===== src/rtl/sbsel_pkg.sv =====
// package: constants, register map and types of the settings bank selector
package sbsel_pkg;
    localparam int SBSEL_AW = 4;
    localparam logic [SBSEL_AW-1:0] SBSEL_CTRL_ADDR = 4'h0;
    localparam logic [SBSEL_AW-1:0] SBSEL_STAT_ADDR = 4'h1;
    localparam logic [SBSEL_AW-1:0] SBSEL_IRQ_ADDR = 4'h2;
    localparam logic [SBSEL_AW-1:0] SBSEL_MASK_ADDR = 4'h3;
    localparam logic [SBSEL_AW-1:0] SBSEL_PARAM_ADDR = 4'h4;
    // ctrl fields
    localparam int SBSEL_CTRL_STORED_LSB = 0;
    localparam int SBSEL_CTRL_EDIT_LSB = 2;
    localparam int SBSEL_CTRL_BRK_BIT = 4;
    localparam int SBSEL_CTRL_OC_BIT = 5;
    localparam int SBSEL_CTRL_OV_BIT = 6;
    localparam int SBSEL_CTRL_UV_BIT = 7;
    localparam int SBSEL_CTRL_UF_BIT = 8;
    localparam logic [8:0] SBSEL_CTRL_RST = 9'h000;
    // irq bits
    localparam int SBSEL_IRQ_CHANGE_BIT = 0;
    localparam int SBSEL_IRQ_HELD_BIT = 1;
    localparam logic [1:0] SBSEL_IRQ_RST = 2'h0;
    localparam logic [1:0] SBSEL_MASK_RST = 2'h0;
    // bank encoding: 0 is bank 1
    typedef logic [1:0] sbsel_bank_t;
    localparam sbsel_bank_t SBSEL_BANK1 = 2'h0;
    localparam int SBSEL_NBANK = 4;
    localparam int SBSEL_PW = 16;
endpackage


===== src/rtl/sbsel_mem.sv =====
// parameter memory: four banks of element settings, registered read
`timescale 1ns/1ps
`default_nettype none
module sbsel_mem
    import sbsel_pkg::*;
(
    input wire logic clk_in, // clock
    input wire logic ce_in, // clock enable
    input wire logic we_in, // write strobe
    input wire logic [1:0] waddr_in, // bank written
    input wire logic [SBSEL_PW-1:0] wdata_in, // write data
    input wire logic [1:0] raddr_in, // bank read
    output logic [SBSEL_PW-1:0] rdata_out // registered read data
);
    logic [SBSEL_PW-1:0] mem_r [SBSEL_NBANK];
    always_ff @(posedge clk_in)
    begin
        if (ce_in)
        begin
            if (we_in)
            begin
                mem_r[waddr_in] <= wdata_in;
            end
            rdata_out <= mem_r[raddr_in];
        end
    end
endmodule
`default_nettype wire


===== src/rtl/sbsel_top.sv =====
// settings bank selector with wishbone register slave
//
// The address map and the Wishbone slave port were chosen for this implementation.
`timescale 1ns/1ps
`default_nettype none
module sbsel_top
    import sbsel_pkg::*;
(
    input wire logic clk_in, // 200 MHz clock
    input wire logic nrst_in, // async reset, active low
    input wire logic ce_in, // clock enable
    input wire logic wb_cyc_i, // wishbone cycle
    input wire logic wb_stb_i, // wishbone strobe
    input wire logic wb_we_i, // wishbone write
    input wire logic [SBSEL_AW-1:0] wb_adr_i, // word address
    input wire logic [3:0] wb_sel_i, // byte lanes
    input wire logic [31:0] wb_dat_i, // write data
    output logic [31:0] wb_dat_o, // read data
    output logic wb_ack_o, // acknowledge
    input wire logic [2:0] bank_req_in, // bank 2..4 request pins
    input wire logic breaker_closed_in, // breaker state pin
    input wire logic oc_picked_in, // non-disabled overcurrent pickup
    input wire logic ov_picked_in, // non-disabled overvoltage pickup
    input wire logic uv_picked_in, // non-disabled undervoltage pickup
    input wire logic uf_picked_in, // non-disabled underfrequency pickup
    output logic [3:0] bank_led_out, // one-hot bank indicator
    output logic [SBSEL_PW-1:0] elem_param_out, // active bank parameters
    output logic event_out, // bank change event strobe
    output logic [1:0] event_bank_out, // new bank with event
    output logic irq_out // interrupt level
);
    import sbsel_pkg::*;

    // ****************************************
    // reset and input synchronisers
    // ****************************************
    logic [1:0] rst_sync_r;
    logic rst_n;
    always_ff @(posedge clk_in or negedge nrst_in)
    begin
        if (!nrst_in)
            rst_sync_r <= 2'h0;
        else
            rst_sync_r <= {rst_sync_r[0], 1'b1};
    end
    assign rst_n = rst_sync_r[1];

    localparam int NPIN = 8;
    logic [NPIN-1:0] pin_raw, pin_s1_r, pin_s2_r;
    assign pin_raw = {uf_picked_in, uv_picked_in, ov_picked_in, oc_picked_in,
                      breaker_closed_in, bank_req_in};
    always_ff @(posedge clk_in or negedge rst_n)
    begin
        if (!rst_n)
        begin
            pin_s1_r <= 8'h00;
            pin_s2_r <= 8'h00;
        end
        else if (ce_in)
        begin
            pin_s1_r <= pin_raw;
            pin_s2_r <= pin_s1_r;
        end
    end
    logic [2:0] req_s;
    logic brk_closed_s, oc_s, ov_s, uv_s, uf_s;
    assign req_s = pin_s2_r[2:0];
    assign brk_closed_s = pin_s2_r[3];
    assign oc_s = pin_s2_r[4];
    assign ov_s = pin_s2_r[5];
    assign uv_s = pin_s2_r[6];
    assign uf_s = pin_s2_r[7];

    // ****************************************
    // registers and wishbone slave
    // ****************************************
    logic [8:0] ctrl_r, ctrl_nxt;
    logic [1:0] irq_r, irq_nxt, mask_r, mask_nxt;
    logic ack_r, ack_nxt;
    logic [31:0] dat_r, dat_nxt;
    logic [1:0] active_r, active_nxt;
    logic pend_r, pend_nxt;
    logic change_ev, held_ev;
    logic hold, wb_acc, wb_wr;
    logic [1:0] target;
    logic [SBSEL_PW-1:0] mem_rdata;

    assign wb_acc = wb_cyc_i && wb_stb_i && !ack_r;
    assign wb_wr = wb_acc && wb_we_i;

    always_comb
    begin
        ctrl_nxt = ctrl_r;
        mask_nxt = mask_r;
        ack_nxt = wb_acc;
        dat_nxt = 32'h0000_0000;
        // set beats clear
        irq_nxt = irq_r;
        if (wb_wr && wb_adr_i == SBSEL_IRQ_ADDR && wb_sel_i[0])
            irq_nxt = irq_r & ~wb_dat_i[1:0];
        if (change_ev)
            irq_nxt[SBSEL_IRQ_CHANGE_BIT] = 1'b1;
        if (held_ev)
            irq_nxt[SBSEL_IRQ_HELD_BIT] = 1'b1;
        if (wb_wr && wb_adr_i == SBSEL_CTRL_ADDR)
        begin
            if (wb_sel_i[0])
                ctrl_nxt[7:0] = wb_dat_i[7:0];
            if (wb_sel_i[1])
                ctrl_nxt[8] = wb_dat_i[8];
        end
        if (wb_wr && wb_adr_i == SBSEL_MASK_ADDR && wb_sel_i[0])
            mask_nxt = wb_dat_i[1:0];
        if (wb_acc && !wb_we_i)
        begin
            unique case (wb_adr_i)
                SBSEL_CTRL_ADDR: dat_nxt = {23'h000000, ctrl_r};
                SBSEL_STAT_ADDR: dat_nxt = {20'h00000, pend_r, hold, pin_s2_r[7:3],
                                            req_s, active_r};
                SBSEL_IRQ_ADDR: dat_nxt = {30'h00000000, irq_r};
                SBSEL_MASK_ADDR: dat_nxt = {30'h00000000, mask_r};
                SBSEL_PARAM_ADDR: dat_nxt = {16'h0000, mem_rdata};
                default: dat_nxt = 32'h0000_0000;
            endcase
        end
    end

    // ****************************************
    // bank selection with holds
    // ****************************************
    logic [1:0] stored_bank, edit_bank;
    assign stored_bank = ctrl_r[SBSEL_CTRL_STORED_LSB +: 2];
    assign edit_bank = ctrl_r[SBSEL_CTRL_EDIT_LSB +: 2];

    always_comb
    begin
        // highest request wins, fall back to stored bank
        if (req_s[2])
            target = 2'h3;
        else if (req_s[1])
            target = 2'h2;
        else if (req_s[0])
            target = 2'h1;
        else
            target = stored_bank;
        // every enabled hold blocks
        hold = (ctrl_r[SBSEL_CTRL_BRK_BIT] && !brk_closed_s)
            || (ctrl_r[SBSEL_CTRL_OC_BIT] && oc_s)
            || (ctrl_r[SBSEL_CTRL_OV_BIT] && ov_s)
            || (ctrl_r[SBSEL_CTRL_UV_BIT] && uv_s)
            || (ctrl_r[SBSEL_CTRL_UF_BIT] && uf_s);
        active_nxt = active_r;
        pend_nxt = 1'b0;
        change_ev = 1'b0;
        held_ev = 1'b0;
        if (target != active_r)
        begin
            if (hold)
            begin
                pend_nxt = 1'b1;
                held_ev = !pend_r;
            end
            else
            begin
                active_nxt = target;
                change_ev = 1'b1;
            end
        end
    end

    // stored value always acts; it is written only while edit selects active bank
    logic edit_match_r, edit_match_nxt;
    assign edit_match_nxt = (edit_bank == active_r);
    logic [1:0] stored_eff;
    assign stored_eff = stored_bank;

    always_ff @(posedge clk_in or negedge rst_n)
    begin
        if (!rst_n)
        begin
            ctrl_r <= SBSEL_CTRL_RST;
            irq_r <= SBSEL_IRQ_RST;
            mask_r <= SBSEL_MASK_RST;
            ack_r <= 1'b0;
            dat_r <= 32'h0000_0000;
            active_r <= SBSEL_BANK1;
            pend_r <= 1'b0;
            edit_match_r <= 1'b1;
        end
        else if (ce_in)
        begin
            // stored-bank write ignored unless editing the active bank
            ctrl_r <= (edit_match_r || ctrl_nxt[3:2] == active_r) ? ctrl_nxt
                      : {ctrl_nxt[8:2], ctrl_r[1:0]};
            irq_r <= irq_nxt;
            mask_r <= mask_nxt;
            ack_r <= ack_nxt;
            dat_r <= dat_nxt;
            active_r <= active_nxt;
            pend_r <= pend_nxt;
            edit_match_r <= edit_match_nxt;
        end
    end

    // ****************************************
    // parameter memory, read at active bank
    // ****************************************
    logic par_we;
    assign par_we = wb_wr && wb_adr_i == SBSEL_PARAM_ADDR && (&wb_sel_i[1:0]);
    sbsel_mem u_mem (
        .clk_in(clk_in),
        .ce_in(ce_in),
        .we_in(par_we),
        .waddr_in(edit_bank),
        .wdata_in(wb_dat_i[SBSEL_PW-1:0]),
        .raddr_in(active_r),
        .rdata_out(mem_rdata)
    );

    // ****************************************
    // outputs
    // ****************************************
    logic [3:0] led_r;
    logic ev_r, irq_o_r;
    logic [1:0] evb_r;
    logic [SBSEL_PW-1:0] par_r;
    always_ff @(posedge clk_in or negedge rst_n)
    begin
        if (!rst_n)
        begin
            led_r <= 4'h1;
            ev_r <= 1'b0;
            evb_r <= 2'h0;
            irq_o_r <= 1'b0;
            par_r <= 16'h0000;
        end
        else if (ce_in)
        begin
            led_r <= 4'h1 << active_nxt;
            ev_r <= change_ev;
            evb_r <= active_nxt;
            irq_o_r <= |(irq_nxt & mask_nxt);
            par_r <= mem_rdata;
        end
    end
    assign bank_led_out = led_r;
    assign event_out = ev_r;
    assign event_bank_out = evb_r;
    assign irq_out = irq_o_r;
    assign elem_param_out = par_r;
    assign wb_ack_o = ack_r;
    assign wb_dat_o = dat_r;

    // ****************************************
    // assertions
    // ****************************************
    a_led_onehot: assert property (@(posedge clk_in) disable iff (!rst_n)
        $onehot(bank_led_out)) else $error("bank indicator not one-hot");
    a_led_tracks: assert property (@(posedge clk_in) disable iff (!rst_n)
        ce_in |=> bank_led_out == (4'h1 << active_r)) else $error("indicator lags bank");
    a_change_event: assert property (@(posedge clk_in) disable iff (!rst_n)
        (ce_in && active_nxt != active_r) |=> event_out) else $error("change not logged");
    a_req_top: assert property (@(posedge clk_in) disable iff (!rst_n)
        (ce_in && req_s[2] && !hold) |=> active_r == 2'h3) else $error("bank 4 not taken");
    a_hold_keeps: assert property (@(posedge clk_in) disable iff (!rst_n)
        (ce_in && hold) |=> $stable(active_r)) else $error("bank changed under hold");
    a_brk_hold: assert property (@(posedge clk_in) disable iff (!rst_n)
        (ce_in && ctrl_r[SBSEL_CTRL_BRK_BIT] && !brk_closed_s) |=> $stable(active_r))
        else $error("bank changed with breaker open");
    a_oc_hold: assert property (@(posedge clk_in) disable iff (!rst_n)
        (ce_in && ctrl_r[5] && oc_s) |=> $stable(active_r)) else $error("oc hold broken");
    a_release: assert property (@(posedge clk_in) disable iff (!rst_n)
        (ce_in && !hold && req_s == 3'h0) |=> active_r == $past(stored_eff))
        else $error("no fallback to stored bank");
    a_ov_hold: assert property (@(posedge clk_in) disable iff (!rst_n)
        (ce_in && ctrl_r[SBSEL_CTRL_OV_BIT] && ov_s) |=> $stable(active_r))
        else $error("overvoltage hold broken");
    a_uv_hold: assert property (@(posedge clk_in) disable iff (!rst_n)
        (ce_in && ctrl_r[SBSEL_CTRL_UV_BIT] && uv_s) |=> $stable(active_r))
        else $error("undervoltage hold broken");
    a_uf_hold: assert property (@(posedge clk_in) disable iff (!rst_n)
        (ce_in && ctrl_r[SBSEL_CTRL_UF_BIT] && uf_s) |=> $stable(active_r))
        else $error("underfrequency hold broken");
    a_event_bank: assert property (@(posedge clk_in) disable iff (!rst_n)
        (ce_in && change_ev) |=> (event_out && event_bank_out == active_r))
        else $error("event carries wrong bank");
    c_held_irq: cover property (@(posedge clk_in) disable iff (!rst_n)
        irq_r[SBSEL_IRQ_HELD_BIT]);
    c_hold_then_apply: cover property (@(posedge clk_in) disable iff (!rst_n)
        pend_r ##1 event_out);
    c_bank4: cover property (@(posedge clk_in) disable iff (!rst_n) bank_led_out == 4'h8);
    c_irq: cover property (@(posedge clk_in) disable iff (!rst_n) irq_out);
endmodule
`default_nettype wire


===== config.mk =====
export PLATFORM = sky130hd
export DESIGN_NAME = sbsel_top
export DESIGN_NICKNAME = d
export VERILOG_FILES = /design/src/rtl/sbsel_pkg.sv /design/src/rtl/sbsel_mem.sv /design/src/rtl/sbsel_top.sv
export SDC_FILE = /design/constraint.sdc
export NUM_CORES = 1
export LEC_CHECK = 0
export BUFFER_PORTS_ARGS = -buffer_cell sky130_fd_sc_hd__clkbuf_2
export CAP_MARGIN = 20
export CORE_MARGIN = 8
export CORE_UTILIZATION = 50
export CTS_CLUSTER_SIZE = 12
export DETAILED_ROUTE_END_ITERATION = 6
export PLACE_DENSITY = 0.73
export SLEW_MARGIN = 5
export SYNTH_ARGS = -nofsm -noshare
export SYNTH_HDL_FRONTEND = slang
export SYNTH_SLANG_ARGS = --single-unit

===== constraint.sdc =====
create_clock -name clk_in -period 2 [get_ports clk_in]
set_input_delay 0.1 -clock clk_in [delete_from_list [all_inputs] [get_ports clk_in]]
set_output_delay 0.1 -clock clk_in [all_outputs]
set_load 0.005 [all_outputs]

-- After elaboration in Yosys (flattened, before gate mapping)
Memories as Yosys holds them, arrays and structs flattened. A register that Yosys moved wholly into a read port is not among the register bits.
Index checks and enable logic that the tools add are counted.
- input port bits: 54
- memories: 1
- output and inout port bits: 57
- memory bits (writable): 64
- bits in registers: 90
- reduce and logical (&&, ||, !) cells: 29
- bitwise gates (word level): 3
- equal/unequal tests: 7
- shift operators: 1
- muxes and demuxes: 23
- memory list (name ; depth ; width ; rd ports ; clocked after Yosys merged registers in ; write ports ; RTL line ; RTL):
    u_mem.mem_r ; 4 ; 16 ; 1 ; 1 ; 1 ; sbsel_mem.sv:15 ; logic [SBSEL_PW-1:0] mem_r [SBSEL_NBANK];
- operators by type and width (cell ; count):
    one-hot mux 16 bit (5 select lines) ; 1
    logical AND 1 bit ; 16
    two-way mux 16 bit ; 1
    two-way mux 2 bit ; 7
    two-way mux 1 bit ; 12
    two-way mux 9 bit ; 1
    equality test 4 x 2 -> 1 bit (second input constant) ; 2
    two-way mux 8 bit ; 1
    logical OR 1 bit ; 5
    AND 2 bit ; 2
    equality test 2 bit ; 2
    equality test 4 x 1 -> 1 bit (second input constant) ; 1
    equality test 4 x 3 -> 1 bit (second input constant) ; 1
    logical NOT 1 bit ; 4
    logical NOT 4 bit ; 1
    AND reduction 4 bit ; 1
    << shifter 1 x 2 -> 4 bit (first input constant) ; 1
    inequality test 2 bit ; 1
    NOT 2 bit ; 1
    AND reduction 2 bit ; 1
    OR reduction 2 bit ; 1

-- Logic depth before layout (Yosys ltp)
Gate-level depths: netlist of the first run.
- depth after elaboration: 11
- gate-level depth with buffers: 7
- depth with buffers taken out: 6

-- Modules after synthesis
A second synthesis of the first run with hierarchy kept.
- cells, all modules: 404
- area, all modules: 6294.8 um2
- by module, submodules not included (module ; cells each ; sequential area each (um2) ; instances ; area each (um2)):
    sbsel_top ; 300 ; 1854.3 ; 1 ; 3429.5
    sbsel_mem ; 104 ; 2402.3 ; 1 ; 2865.2

-- Least setup slack after synthesis of the first run
OpenSTA, ideal clock, no wires.
- path kind: reg-to-reg
- from: register ack_r (netlist: wb_ack_o)
- to: memory u_mem.mem_r[0][0] (enable)
- slack: -765 ps
- cell stages (with the launch flop): 6
- arrival time: 2356 ps
- clock period less this slack: 2765 ps
- buffers on the path: 1
- required time: 1591 ps
- cells stage by stage: dfrtp_1 and3b_1 and3_1 clkbuf_1 nand4_1 nor3_1
- word-level cells in the longest chain between the ends: 8
- RTL lines (element ; RTL line ; RTL):
    start, declared ; sbsel_top.sv:79 ; logic ack_r, ack_nxt;
    start signal, assigned ; sbsel_top.sv:197 ; ack_r <= ack_nxt;
    logical NOT 1 bit ; sbsel_top.sv:88 ; assign wb_acc = wb_cyc_i && wb_stb_i && !ack_r;
    logical AND 1 bit ; sbsel_top.sv:88 ;
    logical AND 1 bit ; sbsel_top.sv:89 ; assign wb_wr = wb_acc && wb_we_i;
    logical AND 1 bit (2 in a row) ; sbsel_top.sv:209 ; assign par_we = wb_wr && wb_adr_i == SBSEL_PARAM_ADDR && (&wb_sel_i[1:0]);
    two-way mux 1 bit ; sbsel_mem.sv:20 ; if (we_in)
    two-way mux 1 bit ; sbsel_mem.sv:18 ; if (ce_in)
    two-way mux 1 bit (implied by the code) ; sbsel_mem.sv:22 ; mem_r[waddr_in] <= wdata_in;
    end, declared ; sbsel_mem.sv:15 ;
Every way passes these cells.

-- Final worst setup path of the first run
- from: register ack_r (netlist: wb_ack_o)
- to: register ctrl_r[1]
- word-level cells in the longest chain between the ends: 8
- RTL lines (element ; RTL line ; RTL):
    logical NOT 1 bit (*) ; sbsel_top.sv:88 ;
    logical AND 1 bit (*) ; sbsel_top.sv:88 ;
    logical AND 1 bit (*) ; sbsel_top.sv:89 ;
    logical AND 1 bit (*) ; sbsel_top.sv:105 ; if (wb_wr && wb_adr_i == SBSEL_CTRL_ADDR)
    two-way mux 9 bit ; sbsel_top.sv:105 ;
    equality test 2 bit ; sbsel_top.sv:193 ; ctrl_r <= (edit_match_r || ctrl_nxt[3:2] == active_r) ? ctrl_nxt
    logical OR 1 bit ; sbsel_top.sv:193 ;
    AND reduction 4 bit (no source line) (*) ; n/a ;
    end signal, assigned ; sbsel_top.sv:193 ;
    end, declared ; sbsel_top.sv:77 ; logic [8:0] ctrl_r, ctrl_nxt;
Mark *: on every way between the ends. The rest lies on a longest branch, timed or not.
A chain may end at the register's enable or synchronous reset.

==> results of run 1 <==
per-stage QoR:
step | utilization [%] | TNS (ps) | power (W) | instance area, um2 | instances
5_1_grt | 64.2 | 0 | 0.00777 | 7750 | 707
6_report | 64.2 | 0 | 0.00752 | 7750 | 707
4_1_cts | 64.2 | 0 | 0.00758 | 7750 | 707
2_1_floorplan | - | -3550 | 0.00417 | 6290 | 420
3_3_place_gp | 57.5 | 0 | 0.00446 | 6930 | 651
3_5_place_dp | 57.5 | 0 | 0.00448 | 6930 | 651
synth_stat cells, types with 3 or more instances:
cell      instances
inv_1            31
dfrtp_1          72
a21o_1            3
mux2_2           37
nor4b_1           3
clkbuf_1         15
buf_4            16
a21oi_1           3
edfxtp_1         80
nand3_1           8
nand4_1           4
mux2_1            3
buf_2             3
nand2_1          17
xnor2_1           3
a22oi_1           5
mux4_2           16
nor3_1            3
a222oi_1         10
o21ai_0          17
nor2_1           13
o22ai_1          16
registers in the layout, summed over array words and instances (netlist names):
register,flops
bank_led_out,4
ctrl_r,9
edit_match_r,1
elem_param_out,16
event_bank_out,2
event_out,1
irq_out,1
irq_r,2
mask_r,2
pend_r,1
pin_s1_r,8
pin_s2_r,8
rst_sync_r,2
u_mem.mem_r,64
u_mem.rdata_out,16
wb_ack_o,1
wb_dat_o,16
layout make-up:
cell class / count / area (um2)
clock inverter: 15 / 148
sequential: 154 / 4260
clock buffer: 17 / 425
fill: 842 / 4320
multi-input combinational: 199 / 1720
timing repair buffer: 123 / 871
tap: 168 / 210
inverter: 31 / 116
logic make-up (layout without fill, tap and decap cells):
family	after synthesis	count (layout)	share of synthesized area, %
XOR/XNOR	3	3	0.425
flip-flops	154	154	68.9
buffers and inverters	67	186	5.10
AND/OR/NAND/NOR	57	57	4.76
multiplexers	58	58	13.4
AO/OA/AOI/OAI	64	64	7.27
other	2	17	0.122
metal layers:
layer | part of all wire (%) | vias to the layer above | global-route usage, %
met4 | 2.0 | 0 | 7.21
met3 | 5.5 | 24 | 3.83
met5 | 0 | - | 0
li1 | - | 1731 | -
met1 | 43 | 1903 | 20.5
met2 | 49 | 131 | 26.2
power breakdown:
part	switching [W]	leakage (nW)	internal, W	total, W
Combinational	0.000378	1.18	0.000392	0.000770
Clock	0.00123	0.269	0.00183	0.00306
Sequential	0.000143	1.66	0.00354	0.00369
Total	0.00175	3.11	0.00577	0.00752
path summary, 6_finish.rpt:
path,depth (start not counted),endpoint,start,slack [ps]
max,6,ctrl_r[1],wb_ack_o,70
min,1,u_mem.mem_r[2][1],wb_dat_i[1],40
max reg2reg,6,ctrl_r[1],wb_ack_o,70
min reg2reg,1,wb_dat_o[15],rst_sync_r[1],280
max in group asynchronous,3,rst_sync_r[1],nrst_in,1330
min in group asynchronous,1,wb_dat_o[15],rst_sync_r[1],280
critical path: stages, from the launching register on:
cell	delay, ps
dfrtp_1	380
and3b_2	280
and4_4	260
mux2_1	330
o211ai_2	160
a21oi_2	90
mux2_1	300
timing repair:
action / 4_1_cts / 5_1_grt
gates resized for setup: 0 / 0
buffers inserted: 0 / 0
endpoints found under the hold margin: 67 / 0
hold buffers: 24 / 0
==> results.json, run 1 <==
{
  "timing.final.ws_setup_ps": 73.1,
  "period_share_pct": 96.3,
  "die_y_um": 127,
  "grt_pass1_wl_mm": 20.2,
  "final_cell_mix": "80 x edfxtp_1, 75 x clkbuf_2, 71 x dfrtp_1, 37 x mux2_2, 31 x inv_1",
  "gr-usage-all-layers_pct": 16.2,
  "synth_warnings": 0,
  "synth_area_leaders": "edfxtp_1 39%, dfrtp_1 29%, mux2_2 6.7%",
  "die_area_um2": 16200,
  "std_cell_rows": 40,
  "grt_max_degree": 73,
  "final_common_cell": "edfxtp_1",
  "pre_cts_ws_ps": 80.2,
  "clk_latency_ps": 410,
  "insertedDiodeCount": 0,
  "hold_class": "in2reg",
  "globalRouteOverflowTotal": 0,
  "synth-seq-cells": 154,
  "start_kind": "flop",
  "async_reset_ff_share_pct": 48.1,
  "pin_count": 111,
  "end_kind": "flop",
  "syn_inst": 405,
  "slew_violations": 0,
  "yosys.area.top_type": "edfxtp_1",
  "synth_ff_type": "edfxtp_1",
  "yosysSeqAreaShare_pct": 68.9,
  "final.min_clock_period_ps": 1930,
  "grt_setup_unrepaired": "false",
  "crit_path_max_fanout": 5,
  "first_global_vias": 3894,
  "postRouteAntennaNets": 0,
  "nNetsFinal": 580,
  "drt-initial-drc-count": 396,
  "cts_tree": "built",
  "hold_viol_final": 0,
  "htreeDepth": 4,
  "max_freq_ghz": 0.519,
  "finalSetupViolCount": 0,
  "skew_ps": 6.85,
  "syn_area_um2": 6180,
  "required_ps": 2290,
  "syn_to_final_growth_pct": 25.3,
  "die_x_um": 127,
  "viasPerCell": 5.36,
  "cts.path.max_buffers": 2,
  "hold_slack_ps": 37.7,
  "cts_sinks": 154,
  "synth_edf_count": 80,
  "clock-root-buffer": "clkbuf_16",
  "antenna_found_initial": 0,
  "hpwlAfterDp_mm": 8.70,
  "drive_gt1_share_pct": 36.5,
  "numPortBuffers": 76,
  "arrival_ps": 2210,
  "synth_cell_types": 42,
  "irDropWorstVdd_mv": 0.678,
  "p_per_area_nw_per_um2": 971,
  "drt-pass1-iter-count": 5,
  "netlist.area_leader.share_pct": 38.9,
  "coreArea_um2": 12100,
  "path_class": "reg2reg",
  "drc_errors": 0,
  "via_count": 3789,
  "leakage_nw": 3.11,
  "wl_mm": 12.8,
  "drv_cap": 0,
  "gp_congestion": 0.850,
  "clkTransAtPathRegs_ps": 60,
  "status": "completed",
  "drt-wirelength-per-cell_um": 18.1,
  "avgSynthCellArea_um2": 15.3,
  "initial_core_util_pct": 51.2,
  "numCtsBuffers": 17
}
Note: power is estimated with default switching activity, not from simulation.
==> run 2: changes to the inputs <==
--- a/config.mk
+++ b/config.mk
@@ -11,7 +11,7 @@
 export CORE_UTILIZATION = 50
 export CTS_CLUSTER_SIZE = 12
 export DETAILED_ROUTE_END_ITERATION = 6
-export PLACE_DENSITY = 0.73
+export PLACE_DENSITY = 0.76
 export SLEW_MARGIN = 5
 export SYNTH_ARGS = -nofsm -noshare
 export SYNTH_HDL_FRONTEND = slang
==> results.json, run 2 (synthesis gave the netlist of run 1 again) <==
{
  "start_kind": "flop",
  "grt_max_degree": 73,
  "final_cell_mix": "80 x edfxtp_1, 75 x clkbuf_2, 71 x dfrtp_1, 37 x mux2_2, 31 x inv_1",
  "final.min_clock_period_ps": 1950,
  "gr-usage-all-layers_pct": 17.0,
  "period_share_pct": 97.5,
  "cpPeakStageDelay_ps": 370,
  "std_cell_rows": 40,
  "nNetsFinal": 583,
  "coreArea_um2": 12100,
  "largest_reg_flops": 64,
  "crit_path_max_fanout": 4,
  "globalRouteOverflowTotal": 0,
  "swShare_pct": 23.0,
  "grt_pass1_wl_mm": 20.8,
  "power.switching_w": 0.00177,
  "hold_class": "in2reg",
  "p_per_area_nw_per_um2": 981,
  "clk_latency_ps": 420,
  "path_common_cell": "mux2_1",
  "multi_input_area_um2": 1720,
  "gp_congestion": 0.868,
  "num-fill-cells": 838,
  "antenna_found_initial": 0,
  "clockPowerShare_pct": 41.7,
  "hpwlAfterDp_mm": 8.90,
  "combPwrFrac_pct": 10.2,
  "initial_core_util_pct": 51.2,
  "status": "completed",
  "htreeDepth": 4,
  "pin_count": 111,
  "p_seq_share_pct": 48.1,
  "numPortBuffers": 76,
  "insertedDiodeCount": 0,
  "syn_to_final_growth_pct": 26.4,
  "die_x_um": 127,
  "end_kind": "flop",
  "grt_setup_unrepaired": "false",
  "arrival_ps": 2250,
  "cpLargestDelayFamily": "multiplexers",
  "cts.path.max_buffers": 2,
  "power_w": 0.00767,
  "final_common_cell": "edfxtp_1",
  "skew_ps": 8.71,
  "finalSetupViolCount": 0,
  "clkTransAtPathRegs_ps": 60,
  "irDropWorstVdd_mv": 0.551,
  "cp_slowest_cell": "dfrtp_1",
  "max_freq_ghz": 0.513,
  "drt-pass1-iter-count": 5,
  "crit_buf_inv": 0,
  "wl_mm": 13.6,
  "via_count": 3839,
  "worstPathCellList": "and3b_2, and4_4, mux2_1, o211ai_2, a21oi_2, mux2_1",
  "hold_viol_final": 0,
  "drv_cap": 0,
  "intPower_w": 0.00590,
  "drive_gt1_share_pct": 37.1,
  "die_area_um2": 16200,
  "drt-wirelength-per-cell_um": 19.2,
  "die_y_um": 127,
  "first_global_vias": 3934,
  "postRouteAntennaNets": 0,
  "viasPerCell": 5.41,
  "required_ps": 2300,
  "clock-root-buffer": "clkbuf_16",
  "path_class": "reg2reg",
  "cts_tree": "built",
  "regMostFlops": "u_mem.mem_r",
  "hold_slack_ps": 58.6,
  "slew_violations": 0,
  "leakage_nw": 3.16,
  "drt-initial-drc-count": 373,
  "drc_errors": 0,
  "cts_sinks": 154,
  "numCtsBuffers": 17,
  "seqCellArea_um2": 4260
}
[run 2: changes by cell type in the layout (fill, tap and decap cells not counted), sizes merged]
cell,before,now
clkbuf,92,98
clkinvlp,4,0
clkinv,5,6
bufinv,2,1
buf,24,26
dlygate4sd3,24,25
inv,35,33
[run 2: final timing paths]
path / from / to / slack, ps / cells past startpoint
hold reg to reg: rst_sync_r[1] / wb_dat_o[13] / 290 / 1
min in group asynchronous: rst_sync_r[1] / wb_dat_o[13] / 290 / 1
setup reg to reg: wb_ack_o / ctrl_r[0] / 50 / 6
max in group asynchronous: nrst_in / rst_sync_r[1] / 1330 / 3
hold / removal: wb_dat_i[0] / u_mem.mem_r[2][0] / 60 / 1
setup / recovery: wb_ack_o / ctrl_r[0] / 50 / 6
[run 2: metrics by stage]
step | instances | setup slack, ps | instance area [um2] | util (%) | setup TNS [ps]
floorplan | 420 | -104 | 6290 | - | -3550
finish | 710 | 49.2 | 7810 | 64.8 | 0
global placement | 650 | 106 | 6940 | 57.5 | 0
CTS | 707 | 53.0 | 7790 | 64.6 | 0
detailed placement | 650 | 59.5 | 6940 | 57.5 | 0
global route | 710 | 5.11 | 7810 | 64.8 | 0
[run 2: layout make-up]
cell class	count	area share (%)
sequential	154	54.5
timing repair buffer	126	11.6
clock buffer	23	6.66
clock inverter	9	1.06
inverter	31	1.49
tap	168	2.69
multi-input combinational	199	22.0
[run 2: per-layer routing]
layer / GRT usage, % / wire (um)
met2: 27.0 / 6740
met3: 4.45 / 920
met1: 20.8 / 5560
met4: 9.66 / 386
met5: 0 / 0
[run 2: repair_timing]
item | 4_1_cts | 5_1_grt
resized for setup | 0 | 1
setup endpoints to repair | 0 | 5
setup buffers | 0 | 3
hold endpoints to repair | 73 | 0
hold buffers | 25 | 0
[run 2: power groups by stage]
stage | combinational (W) | sequential (W) | clock (W)
after floorplan | 0.000457 | 0.00371 | 0
after global routing | 0.000855 | 0.00371 | 0.00335
after CTS | 0.000782 | 0.00369 | 0.00323
after global placement | 0.000714 | 0.00374 | 0
after detailed placement | 0.000737 | 0.00374 | 0
final | 0.000781 | 0.00369 | 0.00320
==> run 3: changes to the inputs <==
--- a/config.mk
+++ b/config.mk
@@ -7,7 +7,7 @@
 export LEC_CHECK = 0
 export BUFFER_PORTS_ARGS = -buffer_cell sky130_fd_sc_hd__clkbuf_2
 export CAP_MARGIN = 20
-export CORE_MARGIN = 8
+export CORE_MARGIN = 2
 export CORE_UTILIZATION = 50
 export CTS_CLUSTER_SIZE = 12
 export DETAILED_ROUTE_END_ITERATION = 6
==> constraint.sdc (replaced) <==
create_clock -name clk_in -period 1.6 [get_ports clk_in]
set_input_delay 0.08 -clock clk_in [delete_from_list [all_inputs] [get_ports clk_in]]
set_output_delay 0.08 -clock clk_in [all_outputs]
set_load 0.005 [all_outputs]
==> results.json, run 3 (synthesis gave the netlist of run 1 again) <==
{
  "drc_errors": 0,
  "grt_pass1_wl_mm": 20.5,
  "cpPeakStageDelay_ps": 390,
  "seqCellArea_um2": 4260,
  "clk_latency_ps": 420,
  "timing.final.ws_setup_ps": -278,
  "max_freq_ghz": 0.532,
  "finalSetupViolCount": 67,
  "leakage_nw": 3.32,
  "numPortBuffers": 76,
  "arrival_ps": 2190,
  "hold_class": "in2reg",
  "dp_cells": 674,
  "hpwlAfterDp_mm": 8.59,
  "cp_slowest_cell": "dfrtp_1",
  "clock-root-buffer": "clkbuf_16",
  "drt-initial-drc-count": 297,
  "final_cell_mix": "80 x edfxtp_1, 75 x clkbuf_2, 70 x dfrtp_1, 41 x buf_4, 37 x mux2_2",
  "syn_to_final_growth_pct": 32.1,
  "worstPathCellList": "and3b_2, and4_4, mux2i_2, o211ai_2, a21oi_2, mux2_4",
  "multi_input_area_um2": 1850,
  "layoutNonFillerInstCount": 739,
  "numCtsBuffers": 17,
  "hold_slack_ps": 20.8,
  "via_count": 3923,
  "antenna_found_initial": 0,
  "die_area_um2": 13300,
  "worst_pin_slew_ps": 565,
  "final_common_cell": "edfxtp_1",
  "gr-usage-all-layers_pct": 20.8,
  "irDropWorstVdd_mv": 0.718,
  "pin_count": 111,
  "coreArea_um2": 12100,
  "hold_viol_final": 0,
  "crit_path_max_fanout": 4,
  "insertedDiodeCount": 0,
  "drt-wirelength-per-cell_um": 17.9,
  "die_y_um": 115,
  "initial_core_util_pct": 51.2,
  "skew_ps": 7.49,
  "die_x_um": 115,
  "wl_mm": 13.2,
  "power_w": 0.00959,
  "first_global_vias": 3986,
  "p_per_area_nw_per_um2": 1180,
  "viasPerCell": 5.31,
  "required_ps": 1910,
  "final.min_clock_period_ps": 1880,
  "cts_sinks": 154,
  "std_cell_rows": 40,
  "drt-pass1-iter-count": 5,
  "nNetsFinal": 612,
  "grt_max_degree": 73,
  "regMostFlops": "u_mem.mem_r",
  "cts.path.max_buffers": 2,
  "num-fill-cells": 811,
  "cpLargestDelayFamily": "multiplexers",
  "gp_congestion": 0.883,
  "path_class": "reg2reg",
  "status": "finished, violations left",
  "largest_reg_flops": 64,
  "postRouteAntennaNets": 0,
  "period_share_pct": 117,
  "end_kind": "flop",
  "clkTransAtPathRegs_ps": 60,
  "drv_cap": 0,
  "final_area_um2": 8160,
  "globalRouteOverflowTotal": 0,
  "grt_setup_unrepaired": "true",
  "cts_tree": "built",
  "violations": "setup timing",
  "crit_buf_inv": 0,
  "start_kind": "flop",
  "place_area_um2": 7120,
  "drive_gt1_share_pct": 43.6,
  "final_util_pct": 67.7,
  "slew_violations": 0,
  "maxSlewHeadroom_pct": 61.8,
  "htreeDepth": 4
}
==> run 3: metal layers <==
layer	vias up	global-route usage [%]	routed length (um)
met5	-	0	0
met4	0	10.1	256
met3	18	4.06	516
met2	132	34.1	6870
met1	1979	26.8	5600
li1	1794	-	-
==> run 3: final cells by class <==
cell class | instances | area share (%)
Timing Repair Buffer | 155 | 14.3
Multi-Input combinational cell | 199 | 22.7
Clock inverter | 14 | 1.61
Inverter | 31 | 1.43
Sequential cell | 154 | 52.2
Tap cell | 168 | 2.58
Clock buffer | 18 | 5.26
==> run 3: through the flow <==
| step | worst slack, ps | TNS (ps) |
|---|---|---|
| after floorplan | -503 | -29690 |
| after global placement | -178 | -6730 |
| after detailed placement | -278 | -13420 |
| after CTS | -282 | -13400 |
| after global routing | -349 | -17320 |
| final | -278 | -11410 |
==> run 3: report_power, final <==
group          internal (W)  switching [W]
combinational      0.000628       0.000553
clock               0.00227        0.00153
sequential          0.00443       0.000180
==> run 3: repair_timing <==
action	4_1_cts	5_1_grt
cloned	0	1
hold buffers	26	0
gates resized for setup	10	26
endpoints found under the setup margin	79	83
hold endpoints to repair	76	0
pin swaps	2	14
setup buffers	1	6
==> run 3: worst paths after layout <==
path | startpoint | end | slack [ps] | cells after the start
min reg2reg | rst_sync_r[1] | elem_param_out[15] | 270 | 1
min in group asynchronous | rst_sync_r[1] | elem_param_out[15] | 270 | 1
max | wb_ack_o | ctrl_r[0] | -280 | 6
max reg2reg | wb_ack_o | ctrl_r[0] | -280 | 6
max in group asynchronous | nrst_in | rst_sync_r[1] | 960 | 3
min | wb_dat_i[0] | u_mem.mem_r[0][0] | 20 | 1
